`config.mk`:
```
export PLATFORM = sky130hd
export DESIGN_NAME = dfrla_engine
export DESIGN_NICKNAME = d
export VERILOG_FILES = /design/src/dfrla_engine.v /design/src/dfrla_pin_sync.v /design/src/dfrla_fifo.v
export VERILOG_INCLUDE_DIRS = /design/src
export SDC_FILE = /design/constraint.sdc
export NUM_CORES = 2
export LEC_CHECK = 0
export BUFFER_PORTS_ARGS = -buffer_cell sky130_fd_sc_hd__buf_2
export CAP_MARGIN = 10
export CELL_PAD_IN_SITES_DETAIL_PLACEMENT = 1
export CELL_PAD_IN_SITES_GLOBAL_PLACEMENT = 1
export CORE_UTILIZATION = 43
export CTS_BUF_LIST = sky130_fd_sc_hd__clkbuf_4
export CTS_CLUSTER_SIZE = 25
export DETAILED_ROUTE_END_ITERATION = 6
export PLACE_DENSITY_LB_ADDON = 0.1
export SLEW_MARGIN = 20
export SYNTH_ARGS = -nofsm -noshare
export SYNTH_HDL_FRONTEND = slang
export SYNTH_HIERARCHICAL = 1
export SYNTH_SLANG_ARGS = --single-unit
export TNS_END_PERCENT = 50
```
`constraint.sdc`:
```
create_clock -name clk -period 8.8 [get_ports clk]
set_input_delay 0.44 -clock clk [delete_from_list [all_inputs] [get_ports clk]]
set_output_delay 0.44 -clock clk [all_outputs]
set_load 0.02 [all_outputs]
```
`src/dfrla_map.vh`:
```
// Purpose: Shared constants of the fly-by and request length transfer engine.
// Assumes: Included by bare name from every design file of the engine.
// Notes: Definitions only.
`ifndef DFRLA_MAP_VH
`define DFRLA_MAP_VH

// Request length codes, also used as the bus request size code.
`define DFRLA_LEN_BYTE 2'h0
`define DFRLA_LEN_SHORT 2'h1
`define DFRLA_LEN_WORD 2'h2
`define DFRLA_LEN_QUAD 2'h3

// Request length in bytes.
`define DFRLA_BYTES_BYTE 5'h01
`define DFRLA_BYTES_SHORT 5'h02
`define DFRLA_BYTES_WORD 5'h04
`define DFRLA_BYTES_QUAD 5'h10

// Byte buffer between load and store sides.
`define DFRLA_FIFO_WIDTH 8
`define DFRLA_FIFO_DEPTH 32

// First address above the on-chip data RAM.
`define DFRLA_INT_RAM_TOP 32'h00000400

// Reset value of the active-low pins.
`define DFRLA_PIN_IDLE 1'h1

`endif

```
`src/dfrla_engine.v`:
```
// Purpose: Transfer engine of one channel: fly-by and multi-cycle transfers.
// Assumes: The bus controller splits each request by region width.
// Notes: Bytes pass through a buffer so byte, short and word lengths pack freely.
// Behaviour
// - Source-synced fly-by: store with source acknowledged.
// - Data bus drivers stay off during fly-by.
// - Destination-synced fly-by: acknowledged load, data discarded.
// - Fly-by never addresses on-chip data RAM.
// - Block mode starts by command, ignores requests.
// - Bus request size follows configured length.
// - One request per demand; acknowledge spans it.
// - Narrower requests until address and count align.
// - Pack and unpack byte, short, word lengths.
// - Quad needs quad on both sides.
// - Byte to word: four loads, one store.
// - Incrementing any alignment; quad always quad-aligned.
// - Lengths set per side when channel starts.
// - Fly-by is one request, nothing buffered.
`timescale 1ns/100ps
`include "dfrla_map.vh"

module dfrla_engine #(
  parameter INT_RAM_TOP = `DFRLA_INT_RAM_TOP,
  parameter FIFO_DEPTH = `DFRLA_FIFO_DEPTH
) (
  input wire clk,
  input wire rst,
  input wire start,
  input wire [1:0] cfgSrcLen,
  input wire [1:0] cfgDstLen,
  input wire cfgFlyBy,
  input wire cfgDemand,
  input wire cfgSrcSync,
  input wire cfgSrcIncr,
  input wire cfgDstIncr,
  input wire [31:0] cfgSrcAddr,
  input wire [31:0] cfgDstAddr,
  input wire [31:0] cfgCount,
  output reg busy,
  output reg done,
  output reg cfgError,
  input wire xfer_request_n,
  output reg xfer_ack_n,
  output reg busReq,
  output reg busWrite,
  output reg [31:0] busAddr,
  output reg [1:0] busSize,
  output wire [127:0] busWdata,
  output wire busDataDrive,
  input wire [127:0] busRdata,
  input wire busDone
);

  localparam [6:0] S_IDLE = 7'h01;
  localparam [6:0] S_PICK = 7'h02;
  localparam [6:0] S_LOAD = 7'h04;
  localparam [6:0] S_PUSH = 7'h08;
  localparam [6:0] S_POP = 7'h10;
  localparam [6:0] S_STORE = 7'h20;
  localparam [6:0] S_FLY = 7'h40;

  reg [6:0] state;
  reg [1:0] srcLen;
  reg [1:0] dstLen;
  reg flyBy;
  reg demand;
  reg srcSync;
  reg srcIncr;
  reg dstIncr;
  reg [31:0] srcAddr;
  reg [31:0] dstAddr;
  reg [31:0] srcLeft;
  reg [31:0] dstLeft;
  reg [127:0] shiftReg;
  reg [4:0] unit;
  reg [4:0] idx;
  reg acked;
  reg serviced;
  wire reqSyncN;
  wire reqLive;
  wire fifoInReady;
  wire fifoOutValid;
  wire [7:0] fifoOutData;
  wire [5:0] fifoLevel;
  wire [5:0] fifoSpace;
  wire [4:0] srcSz;
  wire [4:0] dstSz;
  wire [4:0] flySz;
  wire [31:0] flyAddr;
  wire startBad;

  // Largest request that fits the length, the address alignment and the bytes left; quad length always gives 16 bytes.
  function [4:0] reqBytes;
    input [31:0] addr;
    input [1:0] len;
    input [31:0] left;
    begin
      if (len == `DFRLA_LEN_QUAD)
        reqBytes = `DFRLA_BYTES_QUAD;
      else if (len == `DFRLA_LEN_WORD && addr[1:0] == 2'h0 && left >= 32'h00000004)
        reqBytes = `DFRLA_BYTES_WORD;
      else if (len != `DFRLA_LEN_BYTE && addr[0] == 1'b0 && left >= 32'h00000002)
        reqBytes = `DFRLA_BYTES_SHORT;
      else
        reqBytes = `DFRLA_BYTES_BYTE;
    end
  endfunction

  // Bus size code from a request length in bytes.
  function [1:0] sizeCode;
    input [4:0] nBytes;
    begin
      case (nBytes)
        `DFRLA_BYTES_QUAD: sizeCode = `DFRLA_LEN_QUAD;
        `DFRLA_BYTES_WORD: sizeCode = `DFRLA_LEN_WORD;
        `DFRLA_BYTES_SHORT: sizeCode = `DFRLA_LEN_SHORT;
        default: sizeCode = `DFRLA_LEN_BYTE;
      endcase
    end
  endfunction

  // Fly-by addresses must both lie outside the on-chip data RAM.
  function inRam;
    input [31:0] addr;
    begin
      inRam = (addr < INT_RAM_TOP);
    end
  endfunction

  dfrla_pin_sync u_reqSync (
    .clk(clk),
    .rst(rst),
    .pinN(xfer_request_n),
    .syncN(reqSyncN)
  );

  dfrla_fifo #(
    .WIDTH(`DFRLA_FIFO_WIDTH),
    .DEPTH(FIFO_DEPTH),
    .AW(5)
  ) u_fifo (
    .clk(clk),
    .rst(rst),
    .inValid(state == S_PUSH),
    .inReady(fifoInReady),
    .inData(shiftReg[7:0]),
    .outValid(fifoOutValid),
    .outReady(state == S_POP),
    .outData(fifoOutData),
    .level(fifoLevel)
  );

  // A request counts once; it must fall before the next one is served.
  assign reqLive = !reqSyncN && !serviced && demand;
  assign fifoSpace = FIFO_DEPTH[5:0] - fifoLevel;
  assign srcSz = reqBytes(srcAddr, srcLen, srcLeft);
  assign dstSz = reqBytes(dstAddr, dstLen, dstLeft);
  assign flyAddr = srcSync ? dstAddr : srcAddr;
  assign flySz = reqBytes(flyAddr, srcLen, dstLeft);
  assign busWdata = shiftReg;
  assign busDataDrive = busReq && busWrite && !flyBy;

  // Refused set-ups: mixed quad, unaligned quad, unequal fly-by, fly-by into RAM.
  assign startBad = ((cfgSrcLen == `DFRLA_LEN_QUAD) != (cfgDstLen == `DFRLA_LEN_QUAD))
    || (cfgSrcLen == `DFRLA_LEN_QUAD && (cfgSrcAddr[3:0] != 4'h0 || cfgDstAddr[3:0] != 4'h0))
    || (cfgFlyBy && cfgSrcLen != cfgDstLen)
    || (cfgFlyBy && (inRam(cfgSrcAddr) || inRam(cfgDstAddr)));

  always @(posedge clk or posedge rst)
  begin
    if (rst)
    begin
      state <= S_IDLE;
      srcLen <= `DFRLA_LEN_BYTE;
      dstLen <= `DFRLA_LEN_BYTE;
      flyBy <= 1'b0;
      demand <= 1'b0;
      srcSync <= 1'b0;
      srcIncr <= 1'b0;
      dstIncr <= 1'b0;
      srcAddr <= 32'h00000000;
      dstAddr <= 32'h00000000;
      srcLeft <= 32'h00000000;
      dstLeft <= 32'h00000000;
      shiftReg <= 128'h0;
      unit <= 5'h00;
      idx <= 5'h00;
      acked <= 1'b0;
      serviced <= 1'b0;
      busy <= 1'b0;
      done <= 1'b0;
      cfgError <= 1'b0;
      xfer_ack_n <= `DFRLA_PIN_IDLE;
      busReq <= 1'b0;
      busWrite <= 1'b0;
      busAddr <= 32'h00000000;
      busSize <= `DFRLA_LEN_BYTE;
    end
    else
    begin
      done <= 1'b0;
      cfgError <= 1'b0;
      if (reqSyncN)
        serviced <= 1'b0;
      case (state)
        S_IDLE:
        begin
          if (start)
          begin
            srcLen <= cfgSrcLen;
            dstLen <= cfgDstLen;
            flyBy <= cfgFlyBy;
            demand <= cfgDemand;
            srcSync <= cfgSrcSync;
            srcIncr <= cfgSrcIncr;
            dstIncr <= cfgDstIncr;
            srcAddr <= cfgSrcAddr;
            dstAddr <= cfgDstAddr;
            srcLeft <= cfgCount;
            dstLeft <= cfgCount;
            if (startBad)
              cfgError <= 1'b1;
            else if (cfgCount == 32'h00000000)
              done <= 1'b1;
            else
            begin
              busy <= 1'b1;
              state <= S_PICK;
            end
          end
        end
        S_PICK:
        begin
          if (dstLeft == 32'h00000000)
          begin
            busy <= 1'b0;
            done <= 1'b1;
            state <= S_IDLE;
          end
          else if (flyBy)
          begin
            if (!demand || reqLive)
            begin
              busReq <= 1'b1;
              busWrite <= srcSync;
              busAddr <= flyAddr;
              busSize <= sizeCode(flySz);
              unit <= flySz;
              acked <= 1'b1;
              xfer_ack_n <= 1'b0;
              state <= S_FLY;
            end
          end
          else if ({1'b0, fifoLevel} >= {1'b0, dstSz} && (!demand || srcSync || reqLive))
          begin
            shiftReg <= 128'h0;
            unit <= dstSz;
            idx <= 5'h00;
            acked <= demand && !srcSync;
            state <= S_POP;
          end
          else if (srcLeft != 32'h00000000 && {1'b0, fifoSpace} >= {1'b0, srcSz}
            && (!demand || !srcSync || reqLive))
          begin
            busReq <= 1'b1;
            busWrite <= 1'b0;
            busAddr <= srcAddr;
            busSize <= sizeCode(srcSz);
            unit <= srcSz;
            acked <= demand && srcSync;
            xfer_ack_n <= !(demand && srcSync);
            state <= S_LOAD;
          end
        end
        S_LOAD:
        begin
          if (busDone)
          begin
            busReq <= 1'b0;
            xfer_ack_n <= `DFRLA_PIN_IDLE;
            shiftReg <= busRdata;
            idx <= 5'h00;
            if (acked)
              serviced <= 1'b1;
            if (srcIncr)
              srcAddr <= srcAddr + {27'h0, unit};
            srcLeft <= srcLeft - {27'h0, unit};
            state <= S_PUSH;
          end
        end
        S_PUSH:
        begin
          if (fifoInReady)
          begin
            shiftReg <= {8'h00, shiftReg[127:8]};
            idx <= idx + 5'h01;
            if (idx == unit - 5'h01)
              state <= S_PICK;
          end
        end
        S_POP:
        begin
          if (fifoOutValid)
          begin
            shiftReg[idx*8 +: 8] <= fifoOutData;
            idx <= idx + 5'h01;
            if (idx == unit - 5'h01)
            begin
              busReq <= 1'b1;
              busWrite <= 1'b1;
              busAddr <= dstAddr;
              busSize <= sizeCode(unit);
              xfer_ack_n <= !acked;
              state <= S_STORE;
            end
          end
        end
        S_STORE:
        begin
          if (busDone)
          begin
            busReq <= 1'b0;
            busWrite <= 1'b0;
            xfer_ack_n <= `DFRLA_PIN_IDLE;
            if (acked)
              serviced <= 1'b1;
            if (dstIncr)
              dstAddr <= dstAddr + {27'h0, unit};
            dstLeft <= dstLeft - {27'h0, unit};
            state <= S_PICK;
          end
        end
        S_FLY:
        begin
          if (busDone)
          begin
            busReq <= 1'b0;
            busWrite <= 1'b0;
            xfer_ack_n <= `DFRLA_PIN_IDLE;
            if (demand)
              serviced <= 1'b1;
            if (srcSync && dstIncr)
              dstAddr <= dstAddr + {27'h0, unit};
            if (!srcSync && srcIncr)
              srcAddr <= srcAddr + {27'h0, unit};
            srcLeft <= srcLeft - {27'h0, unit};
            dstLeft <= dstLeft - {27'h0, unit};
            state <= S_PICK;
          end
        end
        default:
        begin
          busReq <= 1'b0;
          xfer_ack_n <= `DFRLA_PIN_IDLE;
          busy <= 1'b0;
          state <= S_IDLE;
        end
      endcase
    end
  end

endmodule // dfrla_engine

```
`src/dfrla_pin_sync.v`:
```
// Purpose: Brings the active-low transfer request pin into the clock domain.
// Assumes: The pin is asynchronous to clk.
// Notes: The output changes only once the second and third stages agree.
`timescale 1ns/100ps
`include "dfrla_map.vh"

module dfrla_pin_sync (
  input wire clk,
  input wire rst,
  input wire pinN,
  output reg syncN
);

  reg stage1;
  reg stage2;
  reg stage3;

  always @(posedge clk or posedge rst)
  begin
    if (rst)
    begin
      stage1 <= `DFRLA_PIN_IDLE;
      stage2 <= `DFRLA_PIN_IDLE;
      stage3 <= `DFRLA_PIN_IDLE;
      syncN <= `DFRLA_PIN_IDLE;
    end
    else
    begin
      stage1 <= pinN;
      stage2 <= stage1;
      stage3 <= stage2;
      if (stage2 == stage3)
      begin
        syncN <= stage3;
      end
    end
  end

endmodule // dfrla_pin_sync

```
`src/dfrla_fifo.v`:
```
// Purpose: Byte buffer that packs and unpacks between source and destination.
// Assumes: DEPTH is a power of two.
// Notes: Valid and ready on both sides; level reports the words held.
`timescale 1ns/100ps
`include "dfrla_map.vh"

module dfrla_fifo #(
  parameter WIDTH = `DFRLA_FIFO_WIDTH,
  parameter DEPTH = `DFRLA_FIFO_DEPTH,
  parameter AW = 5
) (
  input wire clk,
  input wire rst,
  input wire inValid,
  output wire inReady,
  input wire [WIDTH-1:0] inData,
  output wire outValid,
  input wire outReady,
  output wire [WIDTH-1:0] outData,
  output reg [AW:0] level
);

  reg [WIDTH-1:0] mem [0:DEPTH-1];
  reg [AW-1:0] wrPtr;
  reg [AW-1:0] rdPtr;
  wire doPush;
  wire doPop;

  assign inReady = (level != DEPTH[AW:0]);
  assign outValid = (level != {(AW+1){1'b0}});
  assign outData = mem[rdPtr];
  assign doPush = inValid && inReady;
  assign doPop = outValid && outReady;

  always @(posedge clk)
  begin
    if (doPush)
    begin
      mem[wrPtr] <= inData;
    end
  end

  always @(posedge clk or posedge rst)
  begin
    if (rst)
    begin
      wrPtr <= {AW{1'b0}};
      rdPtr <= {AW{1'b0}};
      level <= {(AW+1){1'b0}};
    end
    else
    begin
      if (doPush)
      begin
        wrPtr <= wrPtr + 1'b1;
      end
      if (doPop)
      begin
        rdPtr <= rdPtr + 1'b1;
      end
      if (doPush && !doPop)
      begin
        level <= level + 1'b1;
      end
      else if (doPop && !doPush)
      begin
        level <= level - 1'b1;
      end
    end
  end

endmodule // dfrla_fifo

```
Word level (Yosys, flattened, before mapping)
Memories as Yosys holds them, arrays and structs flattened.
Cells that the tools add are included.
{"block": "word_totals", "memories": 1, "ff_bits": 344, "wordCells": 332, "latch_bits": 0, "ramBits": 256, "romBits": 0}
{"memory": "u_fifo.mem", "words": 32, "word_bits": 8, "read_ports": 1, "rd_clocked_by_memory_dff": 0, "write_ports": 1, "line_no": "dfrla_fifo.v:23", "rtl": "reg [WIDTH-1:0] mem [0:DEPTH-1];"}
{"block": "op_classes", "bitwise_logic": 6, "mul": 0, "reduce_logical": 87, "addsub": 12, "div_mod_pow": 0, "n_lt_le_gt_ge": 8, "n_eq_ne": 54, "n_mux": 130, "n_shift": 2}
{"cell": "128-bit two-way mux", "count": 6}
{"cell": "32-bit two-way mux", "count": 21}
{"cell": "128-bit one-hot mux with 4 select lines", "count": 1}
{"cell": "32-bit one-hot mux with 2 select lines", "count": 3}
{"cell": "32-bit one-hot mux with 3 select lines", "count": 2}
{"cell": "128-bit bitwise mux", "count": 1}
{"cell": "8-bit by 34-bit variable shift with 128-bit output (first input constant)", "count": 1}
{"cell": "8-bit by 34-bit indexed part select with 128-bit output", "count": 1}
{"cell": "7-bit two-way mux", "count": 14}
{"cell": "5-bit two-way mux", "count": 13}
{"cell": "32-bit by 5-bit adder with 32-bit output", "count": 2}
{"cell": "32-bit by 2-bit greater-or-equal comparator with 1-bit output (second input constant)", "count": 2}
{"cell": "32-bit by 3-bit greater-or-equal comparator with 1-bit output (second input constant)", "count": 2}
{"cell": "32-bit zero test", "count": 2}
{"cell": "32-bit by 11-bit less-than comparator with 1-bit output (second input constant)", "count": 2}
{"cell": "32-bit by 5-bit subtractor with 32-bit output", "count": 2}
{"cell": "1-bit two-way mux", "count": 42}
{"cell": "7-bit one-hot mux with 6 select lines", "count": 1}
{"cell": "2-bit inequality test (second input constant)", "count": 17}
{"cell": "8-bit negation with 34-bit output", "count": 1}
{"cell": "32-bit nonzero test", "count": 1}
{"cell": "1-bit logical AND", "count": 30}
{"cell": "2-bit two-way mux", "count": 10}
{"cell": "5-bit one-hot mux with 4 select lines", "count": 1}
{"cell": "other kinds (52)", "count": 121}

Logic depth before layout (Yosys ltp)
{"block": "logic_depth", "depth_word": 14, "depth_mapped": 15, "mapped_depth_nobuf": 13}

Modules after synthesis
The synthesis kept the hierarchy.
{"module": "dfrla_engine", "cells_each": 2095, "seq_area_each_um2": 8085.3, "area_per_inst_um2": 19272.2, "n_inst": 1}
{"module": "dfrla_fifo", "cells_each": 564, "seq_area_each_um2": 8087.8, "area_per_inst_um2": 10920.5, "n_inst": 1}
{"module": "dfrla_pin_sync", "cells_each": 6, "seq_area_each_um2": 105.1, "area_per_inst_um2": 120.1, "n_inst": 1}

Least setup slack after synthesis
No wires, ideal clock.
{"block": "synth_path", "path_type": "reg-to-reg", "start": "reg dstLeft[22]", "end": "reg busAddr[0]", "setup_slack_ns": 4.698, "synth_period_minus_slack_ns": 4.102, "t_arrival_ns": 3.977, "t_required_ns": 8.675, "stages_incl_launch_ff": 16, "cell_sequence": "dfrtp_1 > or3_1 > or4_1 > buf_2 > or4_1 > o211ai_1 > nand2_1 > ha_1 > a21o_1 > a21oi_1 > or2_2 > buf_2 > a311o_4 > o211ai_4 > buf_12 > mux2_4"}
{"block": "synth_via", "elab_chain_len": 9, "elab_cells_between_ends": 13, "cone_classes": "order compare: 3; eq/ne: 2; mux: 3; reduce/logical: 5"}
{"element": "start: declaration", "line_no": "dfrla_engine.v:73", "rtl": "reg [31:0] dstLeft;"}
{"element": "start signal: assignment", "line_no": "dfrla_engine.v:220", "rtl": "dstLeft <= cfgCount;"}
{"element": "start signal: assignment", "line_no": "dfrla_engine.v:329", "rtl": "dstLeft <= dstLeft - {27'h0, unit};"}
{"element": "start signal: assignment", "line_no": "dfrla_engine.v:347", "rtl": "dstLeft <= dstLeft - {27'h0, unit};"}
{"element": "32-bit by 2-bit greater-or-equal comparator with 1-bit output", "line_no": "dfrla_engine.v:102", "rtl": "else if (len != `DFRLA_LEN_BYTE && addr[0] == 1'b0 && left >= 32'h00000002)"}
{"element": "1-bit logical AND", "line_no": "dfrla_engine.v:102"}
{"element": "2-bit two-way mux", "line_no": "dfrla_engine.v:102"}
{"element": "3-bit two-way mux", "line_no": "dfrla_engine.v:100", "rtl": "else if (len == `DFRLA_LEN_WORD && addr[1:0] == 2'h0 && left >= 32'h00000004)"}
{"element": "5-bit two-way mux", "line_no": "dfrla_engine.v:98", "rtl": "if (len == `DFRLA_LEN_QUAD)"}
{"element": "6-bit by 5-bit greater-or-equal comparator with 1-bit output", "line_no": "dfrla_engine.v:254", "rtl": "else if ({1'b0, fifoLevel} >= {1'b0, dstSz} && (!demand || srcSync || reqLive))"}
{"element": "1-bit logical AND", "line_no": "dfrla_engine.v:254"}
{"element": "3-bit inequality test (no source line)"}
{"element": "7-bit AND reduction (no source line) *"}
{"element": "end signal: assignment", "line_no": "dfrla_engine.v:246", "rtl": "busAddr <= flyAddr;"}
{"element": "end signal: assignment", "line_no": "dfrla_engine.v:267", "rtl": "busAddr <= srcAddr;"}
{"element": "end signal: assignment", "line_no": "dfrla_engine.v:311", "rtl": "busAddr <= dstAddr;"}
{"element": "end: declaration", "line_no": "dfrla_engine.v:46", "rtl": "output reg [31:0] busAddr,"}
Every way passes the cells marked *; elsewhere a longest branch is shown, timed or not.
A chain may end at the register's enable or synchronous reset.

Worst setup path after layout
{"block": "layout_path", "start": "reg dstLeft[22]", "end": "reg shiftReg[11] (netlist: busWdata[11])"}
{"block": "layout_via", "elab_chain_len": 9, "elab_cells_between_ends": 13, "cone_classes": "order compare: 3; eq/ne: 2; mux: 3; reduce/logical: 5"}
{"element": "32-bit by 2-bit greater-or-equal comparator with 1-bit output", "line_no": "dfrla_engine.v:102"}
{"element": "1-bit logical AND", "line_no": "dfrla_engine.v:102"}
{"element": "2-bit two-way mux", "line_no": "dfrla_engine.v:102"}
{"element": "3-bit two-way mux", "line_no": "dfrla_engine.v:100"}
{"element": "5-bit two-way mux", "line_no": "dfrla_engine.v:98"}
{"element": "6-bit by 5-bit greater-or-equal comparator with 1-bit output", "line_no": "dfrla_engine.v:254"}
{"element": "1-bit logical AND", "line_no": "dfrla_engine.v:254"}
{"element": "2-bit inequality test (no source line)"}
{"element": "7-bit AND reduction (no source line) *"}
{"element": "end signal: assignment", "line_no": "dfrla_engine.v:281", "rtl": "shiftReg <= busRdata;"}
{"element": "end signal: assignment", "line_no": "dfrla_engine.v:295", "rtl": "shiftReg <= {8'h00, shiftReg[127:8]};"}
{"element": "end signal: indexed assignment", "line_no": "dfrla_engine.v:305", "rtl": "shiftReg[idx*8 +: 8] <= fifoOutData;"}
{"element": "end: declaration", "line_no": "dfrla_engine.v:74", "rtl": "reg [127:0] shiftReg;"}
Marked as above.

==> results.yml <==
drt:
  drtPass1Iterations: 7
  via_per_inst: 6.157
  drc: 25
  num_vias: 27060
  dr.first_iter.drc_count: 2593
  drt-wirelength-per-cell_um: 26.09
  wl_um: 114700
  ant_nets: 0
floorplan:
  die_area_um2: 71560
  start_util_pct: 43.81
  die_w_um: 267.5
  rows: 96
  core_um2: 69190
  die_y_um: 267.5
  ios: 407
logic_synthesis:
  netlist_area_um2: 30310
  seq_area_frac_synth_pct: 53.70
  synthCells: 2665
  synth_area_leaders: "dfrtp_1 28%, edfxtp_1 25%, o21ai_0 3.4%, a21oi_1 3.0%, mux4_2 3.0%"
  synth-seq-cells: 599
  post-synth-top-count-cell: "dfrtp_1"
  synth_edf_count: 256
  ys.warnings.count: 6
  synth-main-ff-cell: "dfrtp_1"
  yosysTopAreaCell: "dfrtp_1"
  syn_avg_cell_area_um2: 11.37
  yosys-top-cells-count: "337 x dfrtp_1, 256 x edfxtp_1, 208 x o21ai_0"
  ys_types: 100
  synthArstFlopShare_pct: 57.26
  synth_top_area_share_pct: 27.82
  synth_nets: 2950
outcome:
  outcome: "finished, violations left"
  violations: "design-rule violations"
clocking:
  path_clk_slew_ns: 0.06
  cts_buffer_depth: 3
  cts.sinks: 599
  cts_resized: 0
  ctsHoldBuffers: 237
  cts_buffers: 162
  cts_tree: "done"
  post_cts_buffers: 0
  htreeDepth: 4
  root_buffer: "clkbuf_4"
  worst_skew_pair.late_latency_ns: 1.09
critical_path:
  cp_data_arrival_time_ns: 5.90
  start_kind: "flop"
  worstPathMaxFanout: 68
  end_kind: "flop"
  reg2reg_slack_ns: 3.79
  worstPathRequired_ns: 9.69
  critPathKind: "flop to flop"
grt:
  track_usage_pct: 31.71
  antenna_found_initial: 6
  grt_pass1_wl_um: 172200
  grt_max_degree: 171
  first_global_vias: 28420
  grt-ovfl-total: 0
timing:
  worstMarginPinSlew_ns: 1.218
  skew_ns: 0.1261
  finalSetupViolations: 0
  finalCriticalPeriod_ns: 5.011
  relSlewSlack_pct: 18.21
  finalCritPeriodShare_pct: 56.94
  fin_ws_ns: 3.789
  hold_viol: 0
  fmax_ghz: 0.1996
  rsz0062_at_grt: "false"
  setup_tns_ns: 0
  maxSlewViolCount: 0
job:
  cap_violations: 0
power_and_ir_drop:
  powerDensity_nw_per_um2: 265.0
  leakage_nw: 14.76
  ir_drop_mv: 0.1593
worst_hold_path:
  worstHoldPathType: "input port to flop"
placement:
  globalplace.congestion: 0.9068
  port_buffers: 406
  place_ws_ns: 3.929
  dp_hpwl_um: 75770
layout:
  nNetsFinal: 3618
  syn_to_final_growth_pct: 24.01
  drive_above_1_share_pct: 25.35
  fillers: 7536
logic make-up after synthesis:
kind of cell	count (synthesis)	synth area share, %
AO/OA/AOI/OAI	904	20.70
AND/OR/NAND/NOR	689	11.24
flip-flops	599	53.70
buffers and inverters	239	3.521
multiplexers	157	7.888
adder cells (fa/ha/maj)	49	2.134
XOR/XNOR	28	0.8090
sequential cells by signal, indices dropped and copies added (netlist names), 2 cells and up:
signal,flops
u_fifo/mem,256
busWdata,128
busAddr,32
dstAddr,32
dstLeft,32
srcAddr,32
srcLeft,32
state,7
u_fifo/level,6
idx,5
u_fifo/rdPtr,5
u_fifo/wrPtr,5
unit,4
busSize,2
dstLen,2
srcLen,2
placed cells by master, fill, tap and decap left out, types with 65 or more instances in the layout:
cell             n
o2bb2ai_1       65
nand2_1        193
clkbuf_4       236
dfrtp_1        336
nor2_1         162
dlygate4sd3_1  237
a21oi_1        179
edfxtp_1       256
buf_2          406
a22o_1          82
a22oi_1         66
o21ai_0        208
metal layers:
layer	vias up	GRT usage, %	wire length [um]
li1	11870	-	-
met1	13710	41.29	47620
met2	1174	51.04	54880
met3	312	5.756	7310
met4	2	15.51	4841
met5	-	0	15
final cells by class:
class | count | area (um^2) | share of cell area, %
Timing Repair Buffer | 691 | 4801 | 12.77
Tap cell | 931 | 1165 | 3.099
Antenna cell | 8 | 20.02 | 0.05326
Multi-Input combinational cell | 1827 | 13030 | 34.65
Clock inverter | 51 | 325.3 | 0.8654
Inverter | 52 | 200.2 | 0.5326
Clock buffer | 236 | 1772 | 4.713
Sequential cell | 599 | 16280 | 43.31
critical path: stages, from the launching register on:
cell,delay [ns]
dfrtp_1,0.43
or3_1,0.44
nor4_1,0.70
a41oi_1,0.41
o21a_1,0.29
a21oi_1,0.14
ha_1,0.14
nand2b_1,0.10
a21o_1,0.12
a21oi_1,0.08
nor3_1,0.40
o211a_2,0.23
buf_4,0.58
nand2_1,0.40
a22o_1,0.35
worst paths after layout:
| path | start | to | depth (start not counted) |
|---|---|---|---|
| max | dstLeft[22]$_DFFE_PP0P_ | busWdata[11]$_DFFE_PP0P_ | 14 |
| min | xfer_request_n | u_reqSync/stage1$_DFF_PP1_ | 2 |
| max reg2reg | dstLeft[22]$_DFFE_PP0P_ | busWdata[11]$_DFFE_PP0P_ | 14 |
| min reg2reg | u_reqSync/stage2$_DFF_PP1_ | u_reqSync/stage3$_DFF_PP1_ | 0 |
| max in group asynchronous | rst | srcLeft[12]$_DFFE_PP0P_ | 5 |
| min in group asynchronous | rst | u_reqSync/syncN$_DFFE_PP1N_ | 3 |
report_power, final:
group	internal, mW	switching [mW]
clock	1.33	1.26
combinational	1.34	1.96
sequential	3.41	0.672
total	6.08	3.88
metrics by stage:
| step | hold WS, ns | total power, mW | instances | instance area, um^2 | utilization [%] |
|---|---|---|---|---|---|
| 3_5_place_dp | 0.3472 | 7.256 | 3862 | 33070 | 47.80 |
| 2_1_floorplan | 0.3452 | 6.162 | 2665 | 30320 | - |
| 3_3_place_gp | 0.3501 | 7.088 | 3862 | 33070 | 47.80 |
| 4_1_cts | 0.01947 | 9.947 | 4386 | 37540 | 54.26 |
| 6_report | 0.09421 | 9.960 | 4395 | 37590 | 54.33 |
| 5_1_grt | 0.04322 | 10.52 | 4393 | 37590 | 54.33 |
Note: power is estimated with default switching activity, not from simulation.
